--- config.mk ---
export PLATFORM = sky130hd
export DESIGN_NAME = pss_sequencer
export DESIGN_NICKNAME = d
export VERILOG_FILES = /design/src/design/pss_pkg.sv /design/src/design/pss_tmr_if.sv /design/src/design/pss_timer.sv /design/src/design/pss_sequencer.sv
export SDC_FILE = /design/constraint.sdc
export NUM_CORES = 1
export LEC_CHECK = 0
export ABC_AREA = 0
export BUFFER_PORTS_ARGS = -buffer_cell sky130_fd_sc_hd__buf_2
export CELL_PAD_IN_SITES_DETAIL_PLACEMENT = 1
export CELL_PAD_IN_SITES_GLOBAL_PLACEMENT = 1
export CORE_MARGIN = 1
export CORE_UTILIZATION = 38
export DETAILED_ROUTE_END_ITERATION = 6
export GPL_ROUTABILITY_DRIVEN = 0
export PLACE_DENSITY = 0.72
export SYNTH_ARGS = -nofsm -noshare
export SYNTH_HDL_FRONTEND = slang
export SYNTH_SLANG_ARGS = --single-unit
export TNS_END_PERCENT = 20
--- constraint.sdc ---
create_clock -name clk -period 2.9 [get_ports clk]
set_clock_uncertainty 0.05 [all_clocks]
set_input_delay 0.145 -clock clk [delete_from_list [all_inputs] [get_ports clk]]
set_output_delay 0.145 -clock clk [all_outputs]
set_load 0.01 [all_outputs]
--- src/design/pss_pkg.sv ---
package pss_pkg;

   // Clock and timing figures
   localparam longint unsigned CLK_HZ = 50_000_000;
   localparam longint unsigned SW_TIMEOUT_S = 10;
   localparam longint unsigned DESCEND_DWELL_MS = 500;
   localparam longint unsigned SW_TIMEOUT_CYC = SW_TIMEOUT_S * CLK_HZ;
   localparam longint unsigned DESCEND_DWELL_CYC = (DESCEND_DWELL_MS * CLK_HZ) / 1000;

   // Timer width covers the 10 s count at 50 MHz
   localparam int TMR_W = 29;

   // Blower speed command, percent of full speed
   localparam int SPD_W = 7;
   localparam logic [SPD_W-1:0] SPD_ZERO = 7'h00;
   localparam logic [SPD_W-1:0] SPD_RAISE = 7'h23;
   localparam logic [SPD_W-1:0] SPD_DESCEND = 7'h1e;
   localparam logic [SPD_W-1:0] SPD_FULL = 7'h64;

   // Reset values
   localparam logic RST_VALVE = 1'b0;
   localparam logic RST_FLAG = 1'b0;

   // Sequencer states
   typedef enum logic [3:0] {
      PSS_IDLE,
      PSS_OPEN_LOWER,
      PSS_RAISE_PRE,
      PSS_SWITCH_UP,
      PSS_IRRADIATE,
      PSS_DROP,
      PSS_DESCEND,
      PSS_REVERSE,
      PSS_STOP_BLOWER,
      PSS_CLOSE_LOWER
   } pss_state_e;

endpackage : pss_pkg

--- src/design/pss_tmr_if.sv ---
`timescale 1ns/10ps
interface pss_tmr_if;
   import pss_pkg::*;

   logic start;
   logic [TMR_W-1:0] load;
   logic expired;

   // Sequencer side
   modport ctl (
      output start,
      output load,
      input expired
   );

   // Timer side
   modport tmr (
      input start,
      input load,
      output expired
   );

endinterface : pss_tmr_if

--- src/design/pss_timer.sv ---
`timescale 1ns/10ps
module pss_timer
   import pss_pkg::*;
(
   // Clock and synchronised reset
   input wire logic clk,
   input wire logic rst_sync_n,
   // Sequencer link
   pss_tmr_if.tmr tif
);

   logic running_q, running_d;
   logic [TMR_W-1:0] cnt_q, cnt_d;
   logic expired_q, expired_d;

   // A new start always reloads, so a stale count never leaks into the next step
   always_comb begin
      running_d = running_q;
      cnt_d = cnt_q;
      expired_d = 1'b0;
      if (tif.start) begin
         running_d = 1'b1;
         cnt_d = tif.load;
      end else if (running_q) begin
         cnt_d = cnt_q - TMR_W'(1);
         if (cnt_q <= TMR_W'(1)) begin
            running_d = 1'b0;
            expired_d = 1'b1;
         end
      end
   end

   always_ff @(posedge clk or negedge rst_sync_n) begin
      if (!rst_sync_n) begin
         running_q <= 1'b0;
         cnt_q <= '0;
         expired_q <= 1'b0;
      end else begin
         running_q <= running_d;
         cnt_q <= cnt_d;
         expired_q <= expired_d;
      end
   end

   assign tif.expired = expired_q;

endmodule : pss_timer

--- src/design/pss_sequencer.sv ---
// Behaviour
// - Start only when positioned and no alarm
// - First raise step opens lower valve
// - Blower forward 35% lifts to pre-irradiate
// - Lower switch swaps to upper valve
// - Full speed, hold until lower or interlock
// - Lower request swaps back to lower valve
// - Then reduce forward speed to 30%
// - Then blower full speed in reverse
// - Seat switch: speed zero, then close lower
// - At most one valve open, simultaneous swap
// - Lower switch 10 s timeout raises alarm
// - Lower timeout returns source to carousel
// - Lower-switch alarm keeps upper valve shut
// - Upper switch 10 s timeout raises alarm
// - Upper-switch alarm inhibits carousel rotation
// - Descent regulated by blower speed only
// - Each valve has its own relay output
`timescale 1ns/10ps
module pss_sequencer
   import pss_pkg::*;
#(
   parameter logic [TMR_W-1:0] SW_TIMEOUT_CYCLES = TMR_W'(SW_TIMEOUT_CYC),
   parameter logic [TMR_W-1:0] DESCEND_CYCLES = TMR_W'(DESCEND_DWELL_CYC)
) (
   // Clock and reset
   input wire logic clk,
   input wire logic rst_n,
   // Operator and carousel side
   input wire logic carousel_in_position,
   input wire logic raise_cmd,
   input wire logic lower_cmd,
   input wire logic interlock_trip,
   input wire logic alarm_clear,
   // Pressure switches
   input wire logic lower_psw,
   input wire logic upper_psw,
   // Valve relays and blower drive
   output logic lower_valve_q,
   output logic upper_valve_q,
   output logic [SPD_W-1:0] blower_speed_drive_q,
   output logic blower_reverse_q,
   // Status
   output logic busy_q,
   output logic pneu_fail_q,
   output logic fail_lower_q,
   output logic fail_upper_q,
   output logic carousel_inhibit_q
);

   // Reset release through two flops; async assert, clocked release
   logic rst_meta_q;
   logic rst_sync_n_q;

   always_ff @(posedge clk or negedge rst_n) begin
      if (!rst_n) begin
         rst_meta_q <= 1'b0;
         rst_sync_n_q <= 1'b0;
      end else begin
         rst_meta_q <= 1'b1;
         rst_sync_n_q <= rst_meta_q;
      end
   end

   // Timer for switch timeouts and the descent dwell
   pss_tmr_if tif ();

   pss_timer u_timer (
      .clk(clk),
      .rst_sync_n(rst_sync_n_q),
      .tif(tif.tmr)
   );

   // State decodes used only by the output logic
   function automatic logic lower_open(input pss_state_e s);
      lower_open = (s == PSS_OPEN_LOWER) || (s == PSS_RAISE_PRE) || (s == PSS_DROP) ||
                   (s == PSS_DESCEND) || (s == PSS_REVERSE) || (s == PSS_STOP_BLOWER);
   endfunction : lower_open

   function automatic logic upper_open(input pss_state_e s);
      upper_open = (s == PSS_SWITCH_UP) || (s == PSS_IRRADIATE);
   endfunction : upper_open

   function automatic logic [SPD_W-1:0] speed_of(input pss_state_e s);
      unique case (s)
         PSS_RAISE_PRE, PSS_SWITCH_UP: speed_of = SPD_RAISE;
         PSS_IRRADIATE, PSS_DROP: speed_of = SPD_FULL;
         PSS_DESCEND: speed_of = SPD_DESCEND;
         PSS_REVERSE: speed_of = SPD_FULL;
         default: speed_of = SPD_ZERO;
      endcase
   endfunction : speed_of

   pss_state_e state_q, state_d;
   logic fail_lower_d, fail_upper_d;

   // Sequence next state; alarms set by timeouts, cleared by operator
   always_comb begin
      state_d = state_q;
      fail_lower_d = fail_lower_q;
      fail_upper_d = fail_upper_q;
      if (alarm_clear && state_q == PSS_IDLE) begin
         fail_lower_d = 1'b0; // Set below still wins in the same cycle
         fail_upper_d = 1'b0;
      end
      unique case (state_q)
         PSS_IDLE: begin
            // Latched alarm refuses new requests
            if (raise_cmd && carousel_in_position && !fail_lower_q && !fail_upper_q) begin
               state_d = PSS_OPEN_LOWER;
            end
         end
         PSS_OPEN_LOWER: begin
            if (interlock_trip) begin
               state_d = PSS_STOP_BLOWER;
            end else begin
               state_d = PSS_RAISE_PRE;
            end
         end
         PSS_RAISE_PRE: begin
            if (interlock_trip) begin
               state_d = PSS_DESCEND;
            end else if (lower_psw) begin
               state_d = PSS_SWITCH_UP;
            end else if (tif.expired) begin
               fail_lower_d = 1'b1;
               state_d = PSS_DESCEND;
            end
         end
         PSS_SWITCH_UP: begin
            state_d = interlock_trip ? PSS_DROP : PSS_IRRADIATE;
         end
         PSS_IRRADIATE: begin
            // Source stays up until the operator lowers it or the interlock trips
            if (lower_cmd || interlock_trip) begin
               state_d = PSS_DROP;
            end
         end
         PSS_DROP: state_d = PSS_DESCEND;
         PSS_DESCEND: begin
            if (tif.expired) begin
               state_d = PSS_REVERSE;
            end
         end
         PSS_REVERSE: begin
            if (upper_psw) begin
               state_d = PSS_STOP_BLOWER;
            end else if (tif.expired) begin
               fail_upper_d = 1'b1;
               state_d = PSS_STOP_BLOWER;
            end
         end
         PSS_STOP_BLOWER: state_d = PSS_CLOSE_LOWER;
         PSS_CLOSE_LOWER: state_d = PSS_IDLE;
      endcase
   end

   // Timer restarts on entry to each timed step
   always_comb begin
      tif.start = 1'b0;
      tif.load = SW_TIMEOUT_CYCLES;
      if (state_d != state_q) begin
         unique case (state_d)
            PSS_RAISE_PRE, PSS_REVERSE: tif.start = 1'b1;
            PSS_DESCEND: begin
               tif.start = 1'b1;
               tif.load = DESCEND_CYCLES;
            end
            default: tif.start = 1'b0;
         endcase
      end
   end

   // Output next values follow the next state, so the pins come straight from flops
   logic lower_valve_d, upper_valve_d, blower_reverse_d, busy_d;
   logic [SPD_W-1:0] blower_speed_drive_d;

   always_comb begin
      lower_valve_d = lower_open(state_d);
      // Lower-switch alarm vetoes the upper valve as a last guard
      upper_valve_d = upper_open(state_d) && !fail_lower_d;
      // Speed and direction are the only descent control; no brake exists
      blower_speed_drive_d = speed_of(state_d);
      blower_reverse_d = (state_d == PSS_REVERSE);
      busy_d = (state_d != PSS_IDLE);
   end

   always_ff @(posedge clk or negedge rst_sync_n_q) begin
      if (!rst_sync_n_q) begin
         state_q <= PSS_IDLE;
         fail_lower_q <= RST_FLAG;
         fail_upper_q <= RST_FLAG;
         pneu_fail_q <= RST_FLAG;
         carousel_inhibit_q <= RST_FLAG;
         lower_valve_q <= RST_VALVE;
         upper_valve_q <= RST_VALVE;
         blower_speed_drive_q <= SPD_ZERO;
         blower_reverse_q <= 1'b0;
         busy_q <= 1'b0;
      end else begin
         state_q <= state_d;
         fail_lower_q <= fail_lower_d;
         fail_upper_q <= fail_upper_d;
         pneu_fail_q <= fail_lower_d || fail_upper_d;
         carousel_inhibit_q <= fail_upper_d;
         lower_valve_q <= lower_valve_d;
         upper_valve_q <= upper_valve_d;
         blower_speed_drive_q <= blower_speed_drive_d;
         blower_reverse_q <= blower_reverse_d;
         busy_q <= busy_d;
      end
   end
endmodule : pss_sequencer

# [After elaboration in Yosys (flattened, before gate mapping)]
# Index checks and enable logic that the tools add are counted.
[word_totals] out_inout_bits=15 word_cells=89 reg_bits=51
[classes] n_mux=33 addsub=1 reduce_logical=22 eq_ne=18 n_lt_le_gt_ge=1
[ops] operator="$mux 29" count=4
[ops] operator="$pmux 4 s10" count=1
[ops] operator="$mux 4" count=9
[ops] operator="$eq 4x3->1 const B" count=8
[ops] operator="$le 29x1->1 const B" count=1
[ops] operator="$sub 29x1->29 const B" count=1
[ops] operator="$pmux 7 s3" count=1
[ops] operator="$mux 1" count=18
[ops] operator="$eq 4x2->1 const B" count=4
[ops] operator="$eq 4x4->1 const B" count=3
[ops] operator="$eq 4x1->1 const B" count=2
[ops] operator="$logic_or 1x1->1" count=8
[ops] operator="$reduce_or 3->1" count=2
[ops] operator="$logic_and 1x1->1" count=5
[ops] operator="$logic_not 4->1" count=1
[ops] operator="$ne 4x4->1" count=1
[ops] operator="$reduce_bool 4->1" count=1
[ops] operator="$logic_not 1->1" count=3
[ops] operator="$reduce_bool 2->1" count=1
[ops] operator="$reduce_or 2->1" count=1

# [Longest topological paths before layout]
[depth] word_depth=11 ltp_mapped=10 ltp_nobuf=8

# [Cells and area by module]
# From an unflattened synthesis, not the netlist that was laid out.
[hier_totals] hier_cells=312 hier_area_um2=2845.2
[modules_own_cells] module="pss_timer" cells_per_inst=204 area_per_inst_um2=1815.5 seq_area_each_um2=775.7 instances=1
[modules_own_cells] module="pss_sequencer" cells_per_inst=108 area_per_inst_um2=1029.7 seq_area_each_um2=475.5 instances=1

# [Worst setup path before layout]
# Ideal clock, no wire load.
[synth_timing] path_type="register to register" from="register u_timer.expired_q, in the netlist u_timer.tif.expired" to="register u_timer.cnt_q[12]" required_time_ns=2.777 arrival_time_ns=2.248 setup_slack_ns=0.529 path_buffers=1 setup_time_ns=0.073 stages_incl_launch_ff=9 cell_sequence="dfrtp_1 or3b_1 a311o_1 o41ai_2 mux2_4 a211oi_2 buf_4 a31oi_1 a21oi_2"
[synth_between] elab_chain_len=9
[synth_rtl] element="start, declared" line="pss_timer.sv:14" rtl="logic expired_q, expired_d;"
[synth_rtl] element="start signal, assigned" line="pss_timer.sv:41" rtl="expired_q <= expired_d;"
[synth_rtl] element="$mux 4" line="pss_sequencer.sv:125" rtl="end else if (tif.expired) begin"
[synth_rtl] element="$mux 4" line="pss_sequencer.sv:123" rtl="end else if (lower_psw) begin"
[synth_rtl] element="$mux 4" line="pss_sequencer.sv:121" rtl="if (interlock_trip) begin"
[synth_rtl] element="$pmux 4 s10 *" line="pss_sequencer.sv:106" rtl="unique case (state_q)"
[synth_rtl] element="$eq 4x3->1 or $eq 4x2->1 (tied branches)" line="pss_sequencer.sv:163" rtl="unique case (state_d)"
[synth_rtl] element="$reduce_or 3->1 (no line)"
[synth_rtl] element="$mux 1" line="pss_sequencer.sv:163"
[synth_rtl] element="$mux 1" line="pss_sequencer.sv:162" rtl="if (state_d != state_q) begin"
[synth_rtl] element="$mux 29 or $reduce_bool 2->1 (tied branches)"
[synth_rtl] element="end signal, assigned" line="pss_timer.sv:40" rtl="cnt_q <= cnt_d;"
[synth_rtl] element="end, declared" line="pss_timer.sv:13" rtl="logic [TMR_W-1:0] cnt_q, cnt_d;"
# Mark *: on every way between the ends. The rest lies on a longest branch, timed or not.
# A chain may end at the register's enable or synchronous reset.

# [Final worst setup path]
[layout_timing] from="register state_q[2]" to="register u_timer.cnt_q[11]"
[layout_between] elab_chain_len=9
[layout_rtl] element="start, declared" line="pss_sequencer.sv:94" rtl="pss_state_e state_q, state_d;"
[layout_rtl] element="start signal, assigned" line="pss_sequencer.sv:201" rtl="state_q <= state_d;"
[layout_rtl] element="$mux 4" line="pss_sequencer.sv:125"
[layout_rtl] element="$mux 4" line="pss_sequencer.sv:123"
[layout_rtl] element="$mux 4" line="pss_sequencer.sv:121"
[layout_rtl] element="$pmux 4 s10" line="pss_sequencer.sv:106"
[layout_rtl] element="$eq 4x3->1 or $eq 4x2->1 (tied branches)" line="pss_sequencer.sv:163"
[layout_rtl] element="$reduce_or 3->1 (no line)"
[layout_rtl] element="$mux 1" line="pss_sequencer.sv:163"
[layout_rtl] element="$mux 1" line="pss_sequencer.sv:162"
[layout_rtl] element="$mux 29 or $reduce_bool 2->1 (tied branches)"
# Several ways; a longest one is shown, not always the timed one.

==> impl_metrics.json <==
{
  "status": "finished clean",
  "worstPathRequired_ps": 3100,
  "final_common_cell": "dfrtp_1",
  "synthMuxAreaShare_pct": 0.943,
  "path_cells": "or3b_1 > a311o_1 > o41ai_2 > mux2_4 > a211oi_2 > buf_4 > o22ai_1 > a21oi_2",
  "num-fill-cells": 783,
  "place_area_mm2": 0.00284,
  "path_class": "flop to flop",
  "synth_area_leaders": "dfrtp_1 47%, xnor2_1 5.3%, nor2_1 4.0%, a21oi_1 2.5%, nor3_1 2.3%",
  "synth_top_cell_by_area": "dfrtp_1",
  "final_core_util_pct": 43.6,
  "overflow": 0,
  "grt_pass1_wl_um": 10600,
  "yosys_warnings": 0,
  "swShare_pct": 44.3,
  "drive_gt1_share_pct": 19.3,
  "synth_nets": 281,
  "port_buffers": 23,
  "cp_slowest_cell": "dfrtp_1",
  "synth_top_family_by_area": "simple AND/OR/NAND/NOR gates",
  "avgSynthCellArea_um2": 9.82,
  "core-area_mm2": 0.00676,
  "r2r_start": "state_q[2]",
  "reg2reg_slack_ps": 290,
  "dp_hpwl_um": 4380,
  "clock_latency_ps": 310,
  "synth_xor_area_share_pct": 6.27,
  "drcViolationCount": 0,
  "num_rows": 30,
  "combPwrFrac_pct": 48.8,
  "finalHoldViolCount": 0,
  "post-place-ws_ps": 316,
  "wire_per_inst_um": 16.1,
  "synth_ff_type": "dfrtp_1",
  "synthSimpleGateAreaFrac_pct": 22.3,
  "final_nets": 305,
  "intPower_mw": 1.73,
  "syn2layout_area_growth_pct": 10.9,
  "setup_ws_ps": 291,
  "synthArstFlopShare_pct": 100,
  "ios": 24,
  "drt.antenna.violating_nets": 0,
  "clk_path_buf_depth": 2,
  "switchingPower_mw": 1.37,
  "fin_cells": 375,
  "synth_compound_area_share_pct": 17.3,
  "synth_area_mm2": 0.00265,
  "timing.fmax_ghz": 0.383,
  "yosys.cell_types.count": 65,
  "hp-class": "input port to asynchronous set/reset pin",
  "rr_worst_depth": 8,
  "r2r-end": "u_timer.cnt_q[11]",
  "cts_tree": "yes",
  "worst_slew_pin_slew_ps": 1040,
  "num_vias": 2057,
  "p_seq_share_pct": 36.8,
  "regArea_mm2": 0.00125,
  "synth_edf_count": 0,
  "slowest_delay_ps": 470,
  "synth_top_area_share_pct": 47.2,
  "drtPass1Iterations": 4,
  "rsz0062_at_grt": "false",
  "max_cap_viol_count": 0,
  "clk_pin_slew_ps": 100,
  "syn_inst": 270,
  "grt_pass1_vias": 2156,
  "critPathArrivalTime_ps": 2810,
  "setup_viol": 0,
  "ir_drop_v": 0.000512,
  "relSlewSlack_pct": 30.4,
  "h-tree-depth": 2,
  "tns_ps": 0,
  "antenna_cells": 0,
  "path_max_fanout": 13,
  "die_w_um": 85.6,
  "drt_iter0_drc": 70,
  "dp_cells": 366,
  "antenna_found_initial": 0,
  "grtUsageTotal_pct": 18.5,
  "ys_ff_latch": 50,
  "cts_buffers": 5,
  "power.density_mw_per_mm2": 1050,
  "p_clk_share_pct": 14.4,
  "drv_slew": 0,
  "min_period_ps": 2610,
  "endpoint_kind": "flop",
  "clkSinkCount": 50,
  "finalCritPeriodShare_pct": 90.0,
  "cts-root-buf": "clkbuf_8",
  "via_per_inst": 5.49,
  "power_leakage_nw": 1.23,
  "fp.dieH_um": 85.6,
  "wl_um": 6030,
  "multi_input_area_mm2": 0.00127,
  "synth_adder_area_share_pct": 0.943,
  "initial_utilization_pct": 39.3,
  "grt_max_degree": 49,
  "mostFrequentLayoutCells": "49 x dfrtp_1, 28 x nor2_1, 23 x buf_2",
  "cts_resized": 0,
  "ys_seq_area_share_pct": 47.2,
  "die_area_mm2": 0.00732,
  "start_kind": "flop",
  "finalInstanceArea_mm2": 0.00294
}
layer usage:
metal | part of all wire, % | GRT usage [%]
met1 | 48 | 25.3
met2 | 48 | 30.4
met3 | 2.7 | 3.27
met4 | 1.1 | 5.00
met5 | 0 | 0
cell usage after synthesis, types with 2 or more instances:
library cell,n
nor3_1,12
nor2_1,28
and2_1,2
dfrtp_1,50
or3_1,6
xor2_1,3
inv_1,11
nand2_1,15
nor2b_1,6
o21ai_0,6
xnor2_1,16
a211oi_2,2
nor3b_1,2
nand2b_1,5
a21oi_1,13
or2_2,3
o31ai_1,2
buf_2,3
a31oi_1,2
a21oi_2,3
a22oi_1,4
a21o_1,2
o22ai_1,2
or4_1,3
buf_4,6
nand3_1,11
and3_1,3
nor4_1,5
ha_1,2
clkbuf_1,4
o21ai_1,3
o21bai_1,2
what timing repair did:
item	in CTS	in global routing
setup buffers	0	0
hold buffers	1	0
endpoints found under the hold margin	2	0
through the flow:
| step | hold slack [ps] | power (mW) |
|---|---|---|
| 2_1_floorplan | -201 | 2.30 |
| 3_3_place_gp | -121 | 2.65 |
| 3_5_place_dp | -116 | 2.68 |
| 4_1_cts | 66.8 | 3.14 |
| 5_1_grt | 94.0 | 3.37 |
| 6_report | 77.7 | 3.10 |
layout make-up:
| class | instances | share of cell area (%) |
|---|---|---|
| timing repair buffer | 31 | 6.04 |
| inverter | 12 | 1.53 |
| sequential | 50 | 42.6 |
| tap | 80 | 3.40 |
| multi-input combinational | 194 | 43.2 |
| clock buffer | 5 | 2.34 |
| clock inverter | 3 | 0.978 |
logic make-up (layout without fill, tap and decap cells):
group / after synthesis / count (layout)
mux: 2 / 2
xor+xnor: 19 / 19
compound gates: 59 / 59
flops: 50 / 50
simple gates: 111 / 111
fa+ha+maj: 2 / 2
buf+inv: 26 / 51
other cells: 1 / 1
sequential cells by signal (all words and copies together), names as in the netlist:
| register | cells |
|---|---|
| blower_reverse_q | 1 |
| blower_speed_drive_q | 6 |
| busy_q | 1 |
| carousel_inhibit_q | 1 |
| fail_lower_q | 1 |
| lower_valve_q | 1 |
| pneu_fail_q | 1 |
| rst_meta_q | 1 |
| rst_sync_n_q | 1 |
| state_q | 4 |
| u_timer.cnt_q | 29 |
| u_timer.running_q | 1 |
| u_timer.tif.expired | 1 |
| upper_valve_q | 1 |
worst max-delay path: cells and delay by family (launching register included):
family                 cells  cell delay [ps]
buffers and inverters      1              220
and+or+nand+nor            1              420
DFF                        1              470
muxes                      1              380
AOI/OAI and AO/OA          5             1000
worst max path at each step:
| stage | from | to | slack (ps) | cells past startpoint |
|---|---|---|---|---|
| CTS | state_q[2] | u_timer.cnt_q[11] | 290 | 9 |
| floorplan | u_timer.tif.expired | u_timer.cnt_q[12] | 530 | 8 |
| global route | u_timer.cnt_q[3] | u_timer.cnt_q[28] | 140 | 7 |
| global placement | u_timer.tif.expired | u_timer.cnt_q[11] | 300 | 8 |
| detailed placement | state_q[2] | u_timer.cnt_q[11] | 320 | 9 |
| finish | state_q[2] | u_timer.cnt_q[11] | 290 | 8 |
power by group through the flow:
stage	clock [mW]	sequential (mW)	combinational, mW
4_1_cts	0.466	1.14	1.53
2_1_floorplan	0	1.09	1.21
3_5_place_dp	0	1.15	1.52
3_3_place_gp	0	1.15	1.50
5_1_grt	0.490	1.18	1.71
6_report	0.447	1.14	1.51
No activity file was read; power rests on OpenSTA's default activity.
